--- src/logic/tmr_pkg.sv ---
package tmr_pkg;
  // -----------------------------------------------------------------
  // Register map, 32-bit Avalon-MM word addresses (byte offsets).
  // -----------------------------------------------------------------
  localparam logic [7:0] ctrl_off = 8'h00;
  localparam logic [7:0] modulo_off = 8'h04;
  localparam logic [7:0] cnt_high_off = 8'h08;
  localparam logic [7:0] cnt_low_off = 8'h0c;
  localparam logic [7:0] status_off = 8'h10;
  localparam logic [7:0] ch_base_off = 8'h20;
  localparam logic [7:0] ch_stride = 8'h08;
  localparam int num_ch = 2;
  // Control fields.
  localparam int ctrl_psc_lsb = 0;
  localparam int ctrl_cas_bit = 3;
  localparam int ctrl_en_bit = 4;
  // Channel control fields.
  localparam int chc_edge_lsb = 0;
  localparam int chc_mode_lsb = 2;
  localparam int stat_ovf_bit = 0;
  localparam int stat_ch_lsb = 1;
  localparam logic [15:0] modulo_rst = 16'hffff;
  localparam logic [31:0] unmapped_val = 32'h00000000;
  typedef enum logic [1:0] {
    mode_capture, mode_compare, mode_pwm, mode_off
  } ch_mode_t;
endpackage

--- src/logic/tmr_ch_if.sv ---
`timescale 1ns/1ps
interface tmr_ch_if;
  logic [15:0] count;
  logic center;
  logic tick;
  logic [1:0] mode;
  logic [1:0] edge_sel;
  logic [15:0] value;
  logic pin_in;
  logic event_hit;
  modport top(output count, center, tick, mode, edge_sel, value, pin_in,
              input event_hit);
  modport chan(input count, center, tick, mode, edge_sel, value, pin_in,
               output event_hit);
endinterface

--- src/logic/tmr_channel.sv ---
`timescale 1ns/1ps
module tmr_channel (
  input wire mclk,
  input wire nrst,
  input wire ce,
  tmr_ch_if.chan ch
);
  logic pin_prev_ff;
  logic nxt_pin_prev;
  logic rise;
  logic fall;

  // Edge history; the pin is taken as synchronous already.
  always_comb begin
    nxt_pin_prev = ch.pin_in;
    rise = ch.pin_in & ~pin_prev_ff;
    fall = ~ch.pin_in & pin_prev_ff;
  end

  always_ff @(posedge mclk or negedge nrst) begin
    if (!nrst) begin
      pin_prev_ff <= 1'b0;
    end else if (ce) begin
      pin_prev_ff <= nxt_pin_prev;
    end
  end

  // Event per mode; matches count only on a counter tick.
  always_comb begin
    ch.event_hit = 1'b0;
    case (ch.mode)
      2'(tmr_pkg::mode_capture): begin
        ch.event_hit = (ch.edge_sel[0] & rise) |
                       (ch.edge_sel[1] & fall);
      end
      2'(tmr_pkg::mode_compare): begin
        ch.event_hit = ch.tick & (ch.count == ch.value);
      end
      2'(tmr_pkg::mode_pwm): begin
        // Center mode passes the value going up and going down.
        ch.event_hit = ch.tick & (ch.count == ch.value);
        // Both passes hit in center mode.
      end
      default: begin
        ch.event_hit = 1'b0;
      end
    endcase
  end
endmodule // tmr_channel

--- src/logic/timer_channel_event_flags.sv ---
`timescale 1ns/1ps
module timer_channel_event_flags (
  input wire mclk,
  input wire nrst,
  input wire ce,
  input wire background_debug_mode,
  input wire [7:0] avs_address,
  input wire avs_read,
  input wire avs_write,
  input wire [31:0] avs_writedata,
  output logic [31:0] avs_readdata,
  output logic avs_waitrequest,
  input wire [1:0] cap_in,
  output logic [1:0] pwm_out
);
  // ---------------------------------------------------------------
  // State.
  // ---------------------------------------------------------------
  logic [4:0] ctrl_ff, nxt_ctrl;
  logic [15:0] modulo_ff, nxt_modulo;
  logic [15:0] count_ff, nxt_count;
  logic [6:0] psc_ff, nxt_psc;
  logic down_ff, nxt_down;
  logic ovf_ff, nxt_ovf;
  logic ovf_armed_ff, nxt_ovf_armed;
  logic [3:0] chc_ff [2], nxt_chc [2];
  logic [15:0] chv_ff [2], nxt_chv [2];
  logic [1:0] flag_ff, nxt_flag;
  logic [1:0] armed_ff, nxt_armed;
  logic [1:0] pwm_ff, nxt_pwm;
  logic [31:0] rdata_ff, nxt_rdata;
  logic done_ff, nxt_done;
  logic [1:0] hit;
  logic tick;
  logic center;
  logic [6:0] psc_lim;
  logic req;
  logic [2:0] idx;
  logic is_ch;
  logic ch_sel;
  logic ch_val;
  logic wr_take;

  assign center = ctrl_ff[tmr_pkg::ctrl_cas_bit];
  assign psc_lim = 7'((8'h01 << ctrl_ff[2:0]) - 8'h01);
  // Counter frozen during debug so reads see a stable value.
  assign tick = ctrl_ff[tmr_pkg::ctrl_en_bit] & ~background_debug_mode &
                (psc_ff == psc_lim);
  assign req = (avs_read | avs_write) & ~done_ff;
  // A write lands only on the edge where waitrequest is seen low.
  assign wr_take = avs_write & done_ff;
  assign is_ch = (avs_address >= tmr_pkg::ch_base_off) &&
                 (avs_address < 8'(tmr_pkg::ch_base_off + 2 * tmr_pkg::ch_stride));
  assign idx = 3'((avs_address - tmr_pkg::ch_base_off) >> 2);
  assign ch_sel = idx[1];
  assign ch_val = idx[0];

  // ---------------------------------------------------------------
  // Channels.
  // ---------------------------------------------------------------
  for (genvar i = 0; i < tmr_pkg::num_ch; i++) begin : g_ch
    tmr_ch_if chi ();
    assign chi.count = count_ff;
    assign chi.center = center;
    assign chi.tick = tick;
    assign chi.mode = chc_ff[i][3:2];
    assign chi.edge_sel = chc_ff[i][1:0];
    assign chi.value = chv_ff[i];
    assign chi.pin_in = cap_in[i];
    assign hit[i] = chi.event_hit;
    tmr_channel u_ch (
      .mclk(mclk),
      .nrst(nrst),
      .ce(ce),
      .ch(chi.chan)
    );
  end

  // Counter, flags, bus. One answer cycle: waitrequest drops the
  // cycle after the request appears, then a done cycle blocks reuse.
  // Reads are captured on the first edge, writes on the answer edge,
  // so a write never takes effect while waitrequest is still high.
  always_comb begin
    nxt_ctrl = ctrl_ff;
    nxt_modulo = modulo_ff;
    nxt_count = count_ff;
    nxt_psc = psc_ff;
    nxt_down = down_ff;
    nxt_ovf = ovf_ff;
    nxt_ovf_armed = ovf_armed_ff;
    nxt_chc = chc_ff;
    nxt_chv = chv_ff;
    nxt_flag = flag_ff;
    nxt_armed = armed_ff;
    nxt_pwm = pwm_ff;
    nxt_rdata = rdata_ff;
    nxt_done = req;
    if (ctrl_ff[tmr_pkg::ctrl_en_bit] && !background_debug_mode) begin
      nxt_psc = tick ? 7'h00 : 7'(psc_ff + 7'h01);
    end
    if (tick) begin
      if (!center) begin
        nxt_down = 1'b0;
        if (count_ff >= modulo_ff) begin
          nxt_count = 16'h0000;
          nxt_ovf = 1'b1;
        end else begin
          nxt_count = count_ff + 16'h0001;
        end
      end else if (!down_ff) begin
        if (count_ff >= modulo_ff) begin
          nxt_down = 1'b1;
          nxt_ovf = 1'b1;
          nxt_count = count_ff - 16'h0001;
        end else begin
          nxt_count = count_ff + 16'h0001;
        end
      end else if (count_ff <= 16'h0001) begin
        nxt_down = 1'b0;
        nxt_count = 16'h0000;
      end else begin
        nxt_count = count_ff - 16'h0001;
      end
      for (int i = 0; i < 2; i++) begin
        if (chc_ff[i][3:2] == 2'(tmr_pkg::mode_pwm)) begin
          if (count_ff == chv_ff[i]) begin
            nxt_pwm[i] = center ? ~pwm_ff[i] : 1'b0;
          end else if (!center && count_ff == 16'h0000) begin
            nxt_pwm[i] = 1'b1;
          end
        end else if (chc_ff[i][3:2] == 2'(tmr_pkg::mode_compare) &&
                     count_ff == chv_ff[i]) begin
          nxt_pwm[i] = ~pwm_ff[i];
        end
      end
    end
    if (req && avs_read) begin
      nxt_rdata = tmr_pkg::unmapped_val;
      if (avs_address == tmr_pkg::ctrl_off) begin
        nxt_rdata = {27'h0, ctrl_ff};
      end else if (avs_address == tmr_pkg::modulo_off) begin
        nxt_rdata = {16'h0000, modulo_ff};
      end else if (avs_address == tmr_pkg::cnt_high_off) begin
        nxt_rdata = {24'h000000, count_ff[15:8]};
      end else if (avs_address == tmr_pkg::cnt_low_off) begin
        nxt_rdata = {24'h000000, count_ff[7:0]};
      end else if (avs_address == tmr_pkg::status_off) begin
        nxt_rdata = {29'h0, flag_ff, ovf_ff};
        nxt_armed = flag_ff;
        nxt_ovf_armed = ovf_ff;
      end else if (is_ch) begin
        nxt_rdata = ch_val ? {16'h0000, chv_ff[ch_sel]} :
                             {28'h0000000, chc_ff[ch_sel]};
      end
    end
    if (wr_take) begin
      if (avs_address == tmr_pkg::ctrl_off) begin
        nxt_ctrl = avs_writedata[4:0];
      end else if (avs_address == tmr_pkg::modulo_off) begin
        nxt_modulo = avs_writedata[15:0];
      end else if (avs_address == tmr_pkg::cnt_high_off ||
                   avs_address == tmr_pkg::cnt_low_off) begin
        nxt_count = 16'h0000;
        nxt_psc = 7'h00;
        nxt_down = 1'b0;
      end else if (avs_address == tmr_pkg::status_off) begin
        for (int i = 0; i < 2; i++) begin
          if (armed_ff[i] && !avs_writedata[tmr_pkg::stat_ch_lsb + i]) begin
            nxt_flag[i] = 1'b0;
          end
        end
        if (ovf_armed_ff && !avs_writedata[tmr_pkg::stat_ovf_bit]) begin
          nxt_ovf = 1'b0;
        end
        nxt_armed = 2'b00;
        nxt_ovf_armed = 1'b0;
      end else if (is_ch) begin
        if (ch_val) begin
          nxt_chv[ch_sel] = avs_writedata[15:0];
        end else begin
          nxt_chc[ch_sel] = avs_writedata[3:0];
        end
      end
    end
    // Set wins over a clear in the same cycle.
    nxt_flag = nxt_flag | hit;
    if (tick && !center && count_ff >= modulo_ff) begin
      nxt_ovf = 1'b1;
    end
    if (tick && center && !down_ff && count_ff >= modulo_ff) begin
      nxt_ovf = 1'b1;
    end
  end

  always_ff @(posedge mclk or negedge nrst) begin
    if (!nrst) begin
      ctrl_ff <= 5'h00;
      modulo_ff <= tmr_pkg::modulo_rst;
      count_ff <= 16'h0000;
      psc_ff <= 7'h00;
      down_ff <= 1'b0;
      ovf_ff <= 1'b0;
      ovf_armed_ff <= 1'b0;
      chc_ff <= '{default: 4'hc};
      chv_ff <= '{default: 16'h0000};
      flag_ff <= 2'b00;
      armed_ff <= 2'b00;
      pwm_ff <= 2'b00;
      rdata_ff <= 32'h00000000;
      done_ff <= 1'b0;
    end else if (ce) begin
      ctrl_ff <= nxt_ctrl;
      modulo_ff <= nxt_modulo;
      count_ff <= nxt_count;
      psc_ff <= nxt_psc;
      down_ff <= nxt_down;
      ovf_ff <= nxt_ovf;
      ovf_armed_ff <= nxt_ovf_armed;
      chc_ff <= nxt_chc;
      chv_ff <= nxt_chv;
      flag_ff <= nxt_flag;
      armed_ff <= nxt_armed;
      pwm_ff <= nxt_pwm;
      rdata_ff <= nxt_rdata;
      done_ff <= nxt_done;
    end
  end

  // Outputs straight from flip-flops; waitrequest low only in done cycle.
  always_comb begin
    avs_readdata = rdata_ff;
    avs_waitrequest = ~done_ff;
    pwm_out = pwm_ff;
  end
endmodule // timer_channel_event_flags

--- config.mk ---
export PLATFORM = sky130hd
export DESIGN_NAME = timer_channel_event_flags
export DESIGN_NICKNAME = d
export VERILOG_FILES = /design/src/logic/tmr_pkg.sv /design/src/logic/tmr_ch_if.sv /design/src/logic/tmr_channel.sv /design/src/logic/timer_channel_event_flags.sv
export SDC_FILE = /design/constraint.sdc
export NUM_CORES = 1
export LEC_CHECK = 0
export BUFFER_PORTS_ARGS = -buffer_cell sky130_fd_sc_hd__buf_4
export CORE_AREA = 8 8 174 110
export CTS_BUF_LIST = sky130_fd_sc_hd__clkbuf_8
export DETAILED_ROUTE_END_ITERATION = 8
export DIE_AREA = 0 0 182 118
export GPL_ROUTABILITY_DRIVEN = 0
export PLACE_DENSITY = 0.75
export SLEW_MARGIN = 10
export SYNTH_ARGS = -nofsm -noshare
export SYNTH_HDL_FRONTEND = slang
export SYNTH_SLANG_ARGS = --single-unit
--- constraint.sdc ---
create_clock -name mclk -period 8.8 [get_ports mclk]
set_input_delay 0.44 -clock mclk [delete_from_list [all_inputs] [get_ports mclk]]
set_output_delay 0.44 -clock mclk [all_outputs]
set_load 0.05 [all_outputs]
==> results of run 1 <==
-- routing by layer --
layer  part of all wire  vias up
met5                  0        -
met4              0.011        0
met3               0.11       31
met2               0.41      287
met1               0.47     3037
li1                   -     2880
-- final timing paths --
check                                   end              start  cells past startpoint  slack (ns)
setup / recovery               count_ff[10]        count_ff[0]                     10        5.03
hold / removal                 count_ff[13]               nrst                      1        0.04
setup reg to reg               count_ff[10]        count_ff[0]                     10        5.03
hold reg to reg            avs_readdata[14]   avs_readdata[14]                      2        0.49
max in group asynchronous         chc_ff[4]               nrst                      2        7.47
min in group mclk             modulo_ff[12]  avs_writedata[12]                      3        0.25
-- worst register-to-register path, stage by stage (launching register included) --
cell and delay (ns):
dfrtp_1 0.68, inv_1 0.19, ha_1 0.30, nand2b_1 0.15
a2111oi_2 0.36, o31ai_1 0.20, a2111oi_0 0.74, nor2_1 0.33
o21ai_0 0.36, a21oi_1 0.13, o211a_1 0.23
-- through the flow --
stage | setup slack [ns] | cell area (sq um) | util | cells | hold WS, ns
final | 5.027 | 7910 | 0.4746 | 1030 | 0.04187
after global routing | 4.777 | 7910 | 0.4746 | 1030 | 0.08251
after CTS | 5.152 | 7905 | 0.4743 | 1030 | 0.05318
after detailed placement | 5.189 | 7714 | 0.4628 | 1014 | 0.4623
after global placement | 5.324 | 7714 | 0.4628 | 1014 | 0.4544
after floorplan | 5.617 | 7357 | - | 812 | 0.1444
-- registers in the layout, indices dropped and copies added, names as in the netlist --
register / cells
ovf_ff: 1
flag_ff: 2
avs_readdata: 16
armed_ff: 2
g_ch.u_ch.pin_prev_ff: 2
ovf_armed_ff: 1
g_ch.chi.value: 32
ctrl_ff: 5
modulo_ff: 16
done_ff: 1
count_ff: 16
chc_ff: 8
down_ff: 1
psc_ff: 7
pwm_out: 2
-- area by class of cell --
| cell class | instances | area, sq um | share of cell area |
|---|---|---|---|
| clock buffers | 10 | 137.6 | 0.01740 |
| flip-flops and latches | 112 | 2828 | 0.3575 |
| repair buffers | 54 | 405.4 | 0.05125 |
| clock inverters | 6 | 53.80 | 0.006802 |
| multi-input cells | 603 | 4101 | 0.5185 |
| well taps | 214 | 267.8 | 0.03385 |
| inverters | 31 | 116.4 | 0.01471 |
-- logic make-up after synthesis --
family                     synth area share
adders and majority gates           0.04970
buffers and inverters               0.06016
AOI/OAI and AO/OA                    0.1712
and+or+nand+nor                      0.1772
xor gates and xnor gates            0.04799
other                             0.0005136
DFF                                  0.3873
muxes                                0.1059
-- synth_stat cells, types with 4 or more instances --
master,n,area (sq um)
nand2_1,93,349.1
nor3_1,17,85.08
clkbuf_1,35,131.4
a211oi_1,9,67.56
inv_1,30,112.6
dfstp_2,20,525.5
buf_4,16,120.1
nand4b_1,4,35.03
and3_1,11,68.82
o41ai_1,5,43.79
nor4_1,10,62.56
dfrtp_1,92,2302
mux2_2,48,540.5
o31ai_1,9,67.56
nand3_1,26,130.1
buf_2,6,30.03
o221ai_1,4,35.03
o21ai_0,82,410.4
a31oi_1,6,37.54
and2_1,8,50.05
nor2_1,34,127.6
a22oi_1,4,30.03
o211ai_1,4,30.03
xnor2_1,36,315.3
mux4_2,5,112.6
mux2i_1,12,120.1
or3_1,6,37.54
nor2b_1,9,56.30
nand4_1,17,106.4
nand2b_1,7,43.79
ha_1,29,362.9
xor2_1,4,35.03
a32oi_1,8,70.07
a21oi_1,34,170.2
buf_1,8,30.03
-- where the power goes --
part | switching [mW] | internal, mW
clock network | 0.196 | 0.116
logic | 0.140 | 0.0835
registers | 0.0434 | 0.544
total | 0.379 | 0.743
==> results.yml, run 1 <==
yosys:
  synth_cells: 797
  ys_seq_elements: 112
  synth.yosys.seq_area_share: 0.3873
  ys_types: 70
  syn_avg_cell_area_sq_um: 9.160
  synth_edf_count: 0
  synthArstFlopShare: 1.000
  yosysWarnings: 0
  syn_area_sq_mm: 0.007301
  synthFlopType: "dfrtp_1"
global_routing:
  grt_max_degree: 67
  antenna_found_initial: 0
  grt_pass1_vias: 5878
  grt_util_met2: 0.2610
  grt_use_total: 0.1921
  globalRouteMet3Util: 0.06289
  grt_use_met1: 0.2867
  overflow: 0
  grt_first_pass_wirelength_mm: 33.06
  grt_busiest_layer: "met1"
worst_setup_path:
  max_stage_delay_ns: 0.74
  critical-path-top-delay-family: "compound AO/OA/AOI/OAI gates"
  path_cells: "inv_1 -> ha_1 -> nand2b_1 -> a2111oi_2 -> o31ai_1 -> a2111oi_0 -> nor2_1 -> o21ai_0 -> a21oi_1 -> o211a_1"
  crit_arrival_ns: 4.06
  start_kind: "flip-flop"
  cp-end-kind: "flip-flop"
  crit_type: "flip-flop to flip-flop"
  path_buf_inv: 1
  crit_required_ns: 9.09
  cp_max_fo: 12
  cp_slowest_cell: "a2111oi_0"
min_path:
  min_path_type: "primary input to async pin"
clocking:
  path_clk_slew_ns: 0.12
  clock_path_buffers: 2
  cts_resized: 0
  postCtsSetupBuffers: 0
  cts_tree: "done"
  cts_sinks: 112
  clock_latency_ns: 0.41
  htree_num_levels: 3
  hold_buffers: 0
  numCtsBuffers: 9
  root_buffer: "clkbuf_8"
timing:
  hold_viol: 0
  max_freq_ghz: 0.2650
  setup_viol: 0
  period_minus_slack_ns: 3.773
  clock_skew_ns: 0.01844
  drv_slew: 0
  period_share: 0.4288
  rsz0062_at_grt: "no"
  max_slew_margin: 0.2593
  setup-tns-final_ns: 0
  max_slew.worst_pin.slew_ns: 1.103
final_layout:
  diodes: 0
  layout.nets: 888
  n_fill_cell: 1571
  final_cell_mix: "nand2_1 (93), dfrtp_1 (92), o21ai_0 (82)"
  final_common_cell: "nand2_1"
  syn2layout_area_growth_pct: 8.346
  drive_gt1_frac: 0.1887
drt:
  totalWireLength_mm: 20.40
  dr.pass1.iters: 6
  vias: 6235
  wl_per_cell_um: 19.81
  vias_per_cell: 6.053
  drc_errors: 0
  antenna_left: 0
  drtIter0Drc: 657
floorplan:
  fp.dieH_um: 118
  die_w_um: 182
  coreArea_sq_mm: 0.01667
  start_util: 0.4381
  ios: 83
  num_rows: 37
  dieArea_sq_mm: 0.02148
power:
  power_mw: 1.122
  peakVddDrop_mv: 0.1208
  power_per_cell_area_mw_per_mm2: 141.8
  p_leak_nw: 3.569
job:
  cap_violations: 0
status:
  status: "finished, final reports clean"
place:
  io_buffers: 50
  hpwlAfterDp_mm: 14.87
Power figures use the tool's default switching activity.
==> run 2, diff against run 1 <==
PLACE_DENSITY = 0.78   (was 0.75)
clock period = 3.16 ns   (was 8.8 ns; I/O delays follow)
==> results.yml, run 2 (synthesis gave the netlist of run 1 again) <==
clocking:
  htree_num_levels: 3
  path_clk_slew_ns: 0.12
  root_buffer: "clkbuf_8"
  clock_path_buffers: 2
  cts_tree: "done"
  numCtsBuffers: 9
  clock_latency_ns: 0.40
  postCtsSetupBuffers: 0
  cts_sinks: 112
worst_setup_path:
  path_cells: "ha_1 -> nand2b_1 -> a2111oi_4 -> o31ai_4 -> a2111o_1 -> and3_1 -> and2_0 -> buf_4 -> o221ai_1 -> nand2_1"
  crit-reg2reg-launch: "modulo_ff[0]"
  cp-end-kind: "flip-flop"
  cp_slowest_cell: "dfstp_2"
  critPathLaunch: "modulo_ff[0]"
  max_stage_delay_ns: 0.57
  crit_type: "flip-flop to flip-flop"
  start_kind: "flip-flop"
  cp_max_fo: 5
  crit_arrival_ns: 3.33
  crit_required_ns: 3.45
  path_buf_inv: 1
  critical-path-top-delay-family: "compound AO/OA/AOI/OAI gates"
floorplan:
  fp.dieH_um: 118
  start_util: 0.4381
  num_rows: 37
  coreArea_sq_mm: 0.01667
  ios: 83
  die_w_um: 182
  dieArea_sq_mm: 0.02148
place:
  io_buffers: 50
  hpwlAfterDp_mm: 16.18
status:
  status: "finished, final reports clean"
power:
  clockPowerShare: 0.283
  seqPwrFrac: 0.491
  power_mw: 3.240
  switchingPower_mw: 1.126
  p_leak_nw: 3.821
  peakVddDrop_mv: 0.2878
  p_comb_frac: 0.226
  swShare: 0.3474
  p_int_mw: 2.115
  power_per_cell_area_mw_per_mm2: 387.7
timing:
  max_freq_ghz: 0.3289
  period_share: 0.9622
  max_slew.worst_pin.slew_ns: 0.8165
  setup_viol: 0
  rsz0062_at_grt: "no"
  period_minus_slack_ns: 3.040
  hold_viol: 0
  setup-tns-final_ns: 0
  max_slew_margin: 0.4543
  drv_slew: 0
  clock_skew_ns: 0.01309
global_routing:
  grt_first_pass_wirelength_mm: 34.76
  antenna_found_initial: 1
  grt_use_total: 0.2038
  grt_pass1_vias: 6253
  overflow: 0
  grt_max_degree: 61
final_layout:
  final_common_cell: "nand2_1"
  multiInputGateArea_sq_mm: 0.004134
  layout.nets: 935
  post-route-util: 0.5015
  final_cell_mix: "nand2_1 (93), dfrtp_1 (92), buf_4 (86)"
  drive_gt1_frac: 0.2225
  final-seq-area_sq_mm: 0.002828
  diodes: 0
  largest_reg_flops: 32
  n_fill_cell: 1558
  syn2layout_area_growth_pct: 14.48
drt:
  antenna_left: 0
  totalWireLength_mm: 22.17
  vias: 6605
  drtIter0Drc: 800
  dr.pass1.iters: 6
  wl_per_cell_um: 20.59
  vias_per_cell: 6.133
  drc_errors: 0
min_path:
  min_path_type: "primary input to flip-flop"
  hp-start: "avs_writedata[3]"
job:
  cap_violations: 0
-- run 2: what timing repair did --
action,in CTS,in global routing
resized for setup,0,8
setup endpoints to repair,0,10
hold buffers,12,2
endpoints found under the hold margin,58,2
-- run 2: stage by stage --
step,instance area (sq um),instances,setup WS [ns],hold slack (ns)
2_1_floorplan,7358,812,0.1158,-0.1376
3_3_place_gp,7974,1047,0.1510,0.2613
3_5_place_dp,7974,1047,0.07426,0.2801
4_1_cts,8300,1075,0.02035,0.0007438
5_1_grt,8358,1077,0.02336,0.002973
6_report,8358,1077,0.1195,0.02084
-- run 2: per-layer routing --
metal  GRT usage  vias to the layer above  wire, um  share of wire
met5           0                        -         0              0
met1      0.3037                     3186     10260           0.46
met2      0.2855                      400      9048           0.41
li1            -                     2959         -              -
met3     0.06350                       60      2540           0.11
met4     0.03214                        0       323          0.015
-- run 2: layout make-up --
| type | count | area share |
|---|---|---|
| Clock buffer | 9 | 0.01482 |
| Clock inverter | 7 | 0.009880 |
| Inverter | 31 | 0.01392 |
| Multi-Input combinational cell | 603 | 0.4946 |
| Sequential cell | 112 | 0.3383 |
| Tap cell | 214 | 0.03204 |
| Timing Repair Buffer | 101 | 0.09641 |
-- run 2: power groups by stage --
stage          sequential [mW]  clock (mW)  combinational (mW)
2_1_floorplan             1.64           0               0.436
3_3_place_gp              1.61           0               0.691
3_5_place_dp              1.61           0               0.706
4_1_cts                   1.59       0.942               0.720
5_1_grt                   1.60        1.00               0.795
6_report                  1.59       0.918               0.733
-- run 2: worst paths after layout --
kind,to,slack [ns],cells after the start
worst max register to register,count_ff[1],0.12,10
worst min register to register,avs_readdata[11],0.49,2
worst min-delay path,chc_ff[7],0.02,3
max in group asynchronous,modulo_ff[7],1.99,3
min in group asynchronous,count_ff[15],0.36,2
worst max-delay path,count_ff[1],0.12,10
-- run 2: tightest hold or removal path, cell delays in order --
cell,delay (ns)
buf_4,0.15
nand2_1,0.05
o21ai_0,0.07
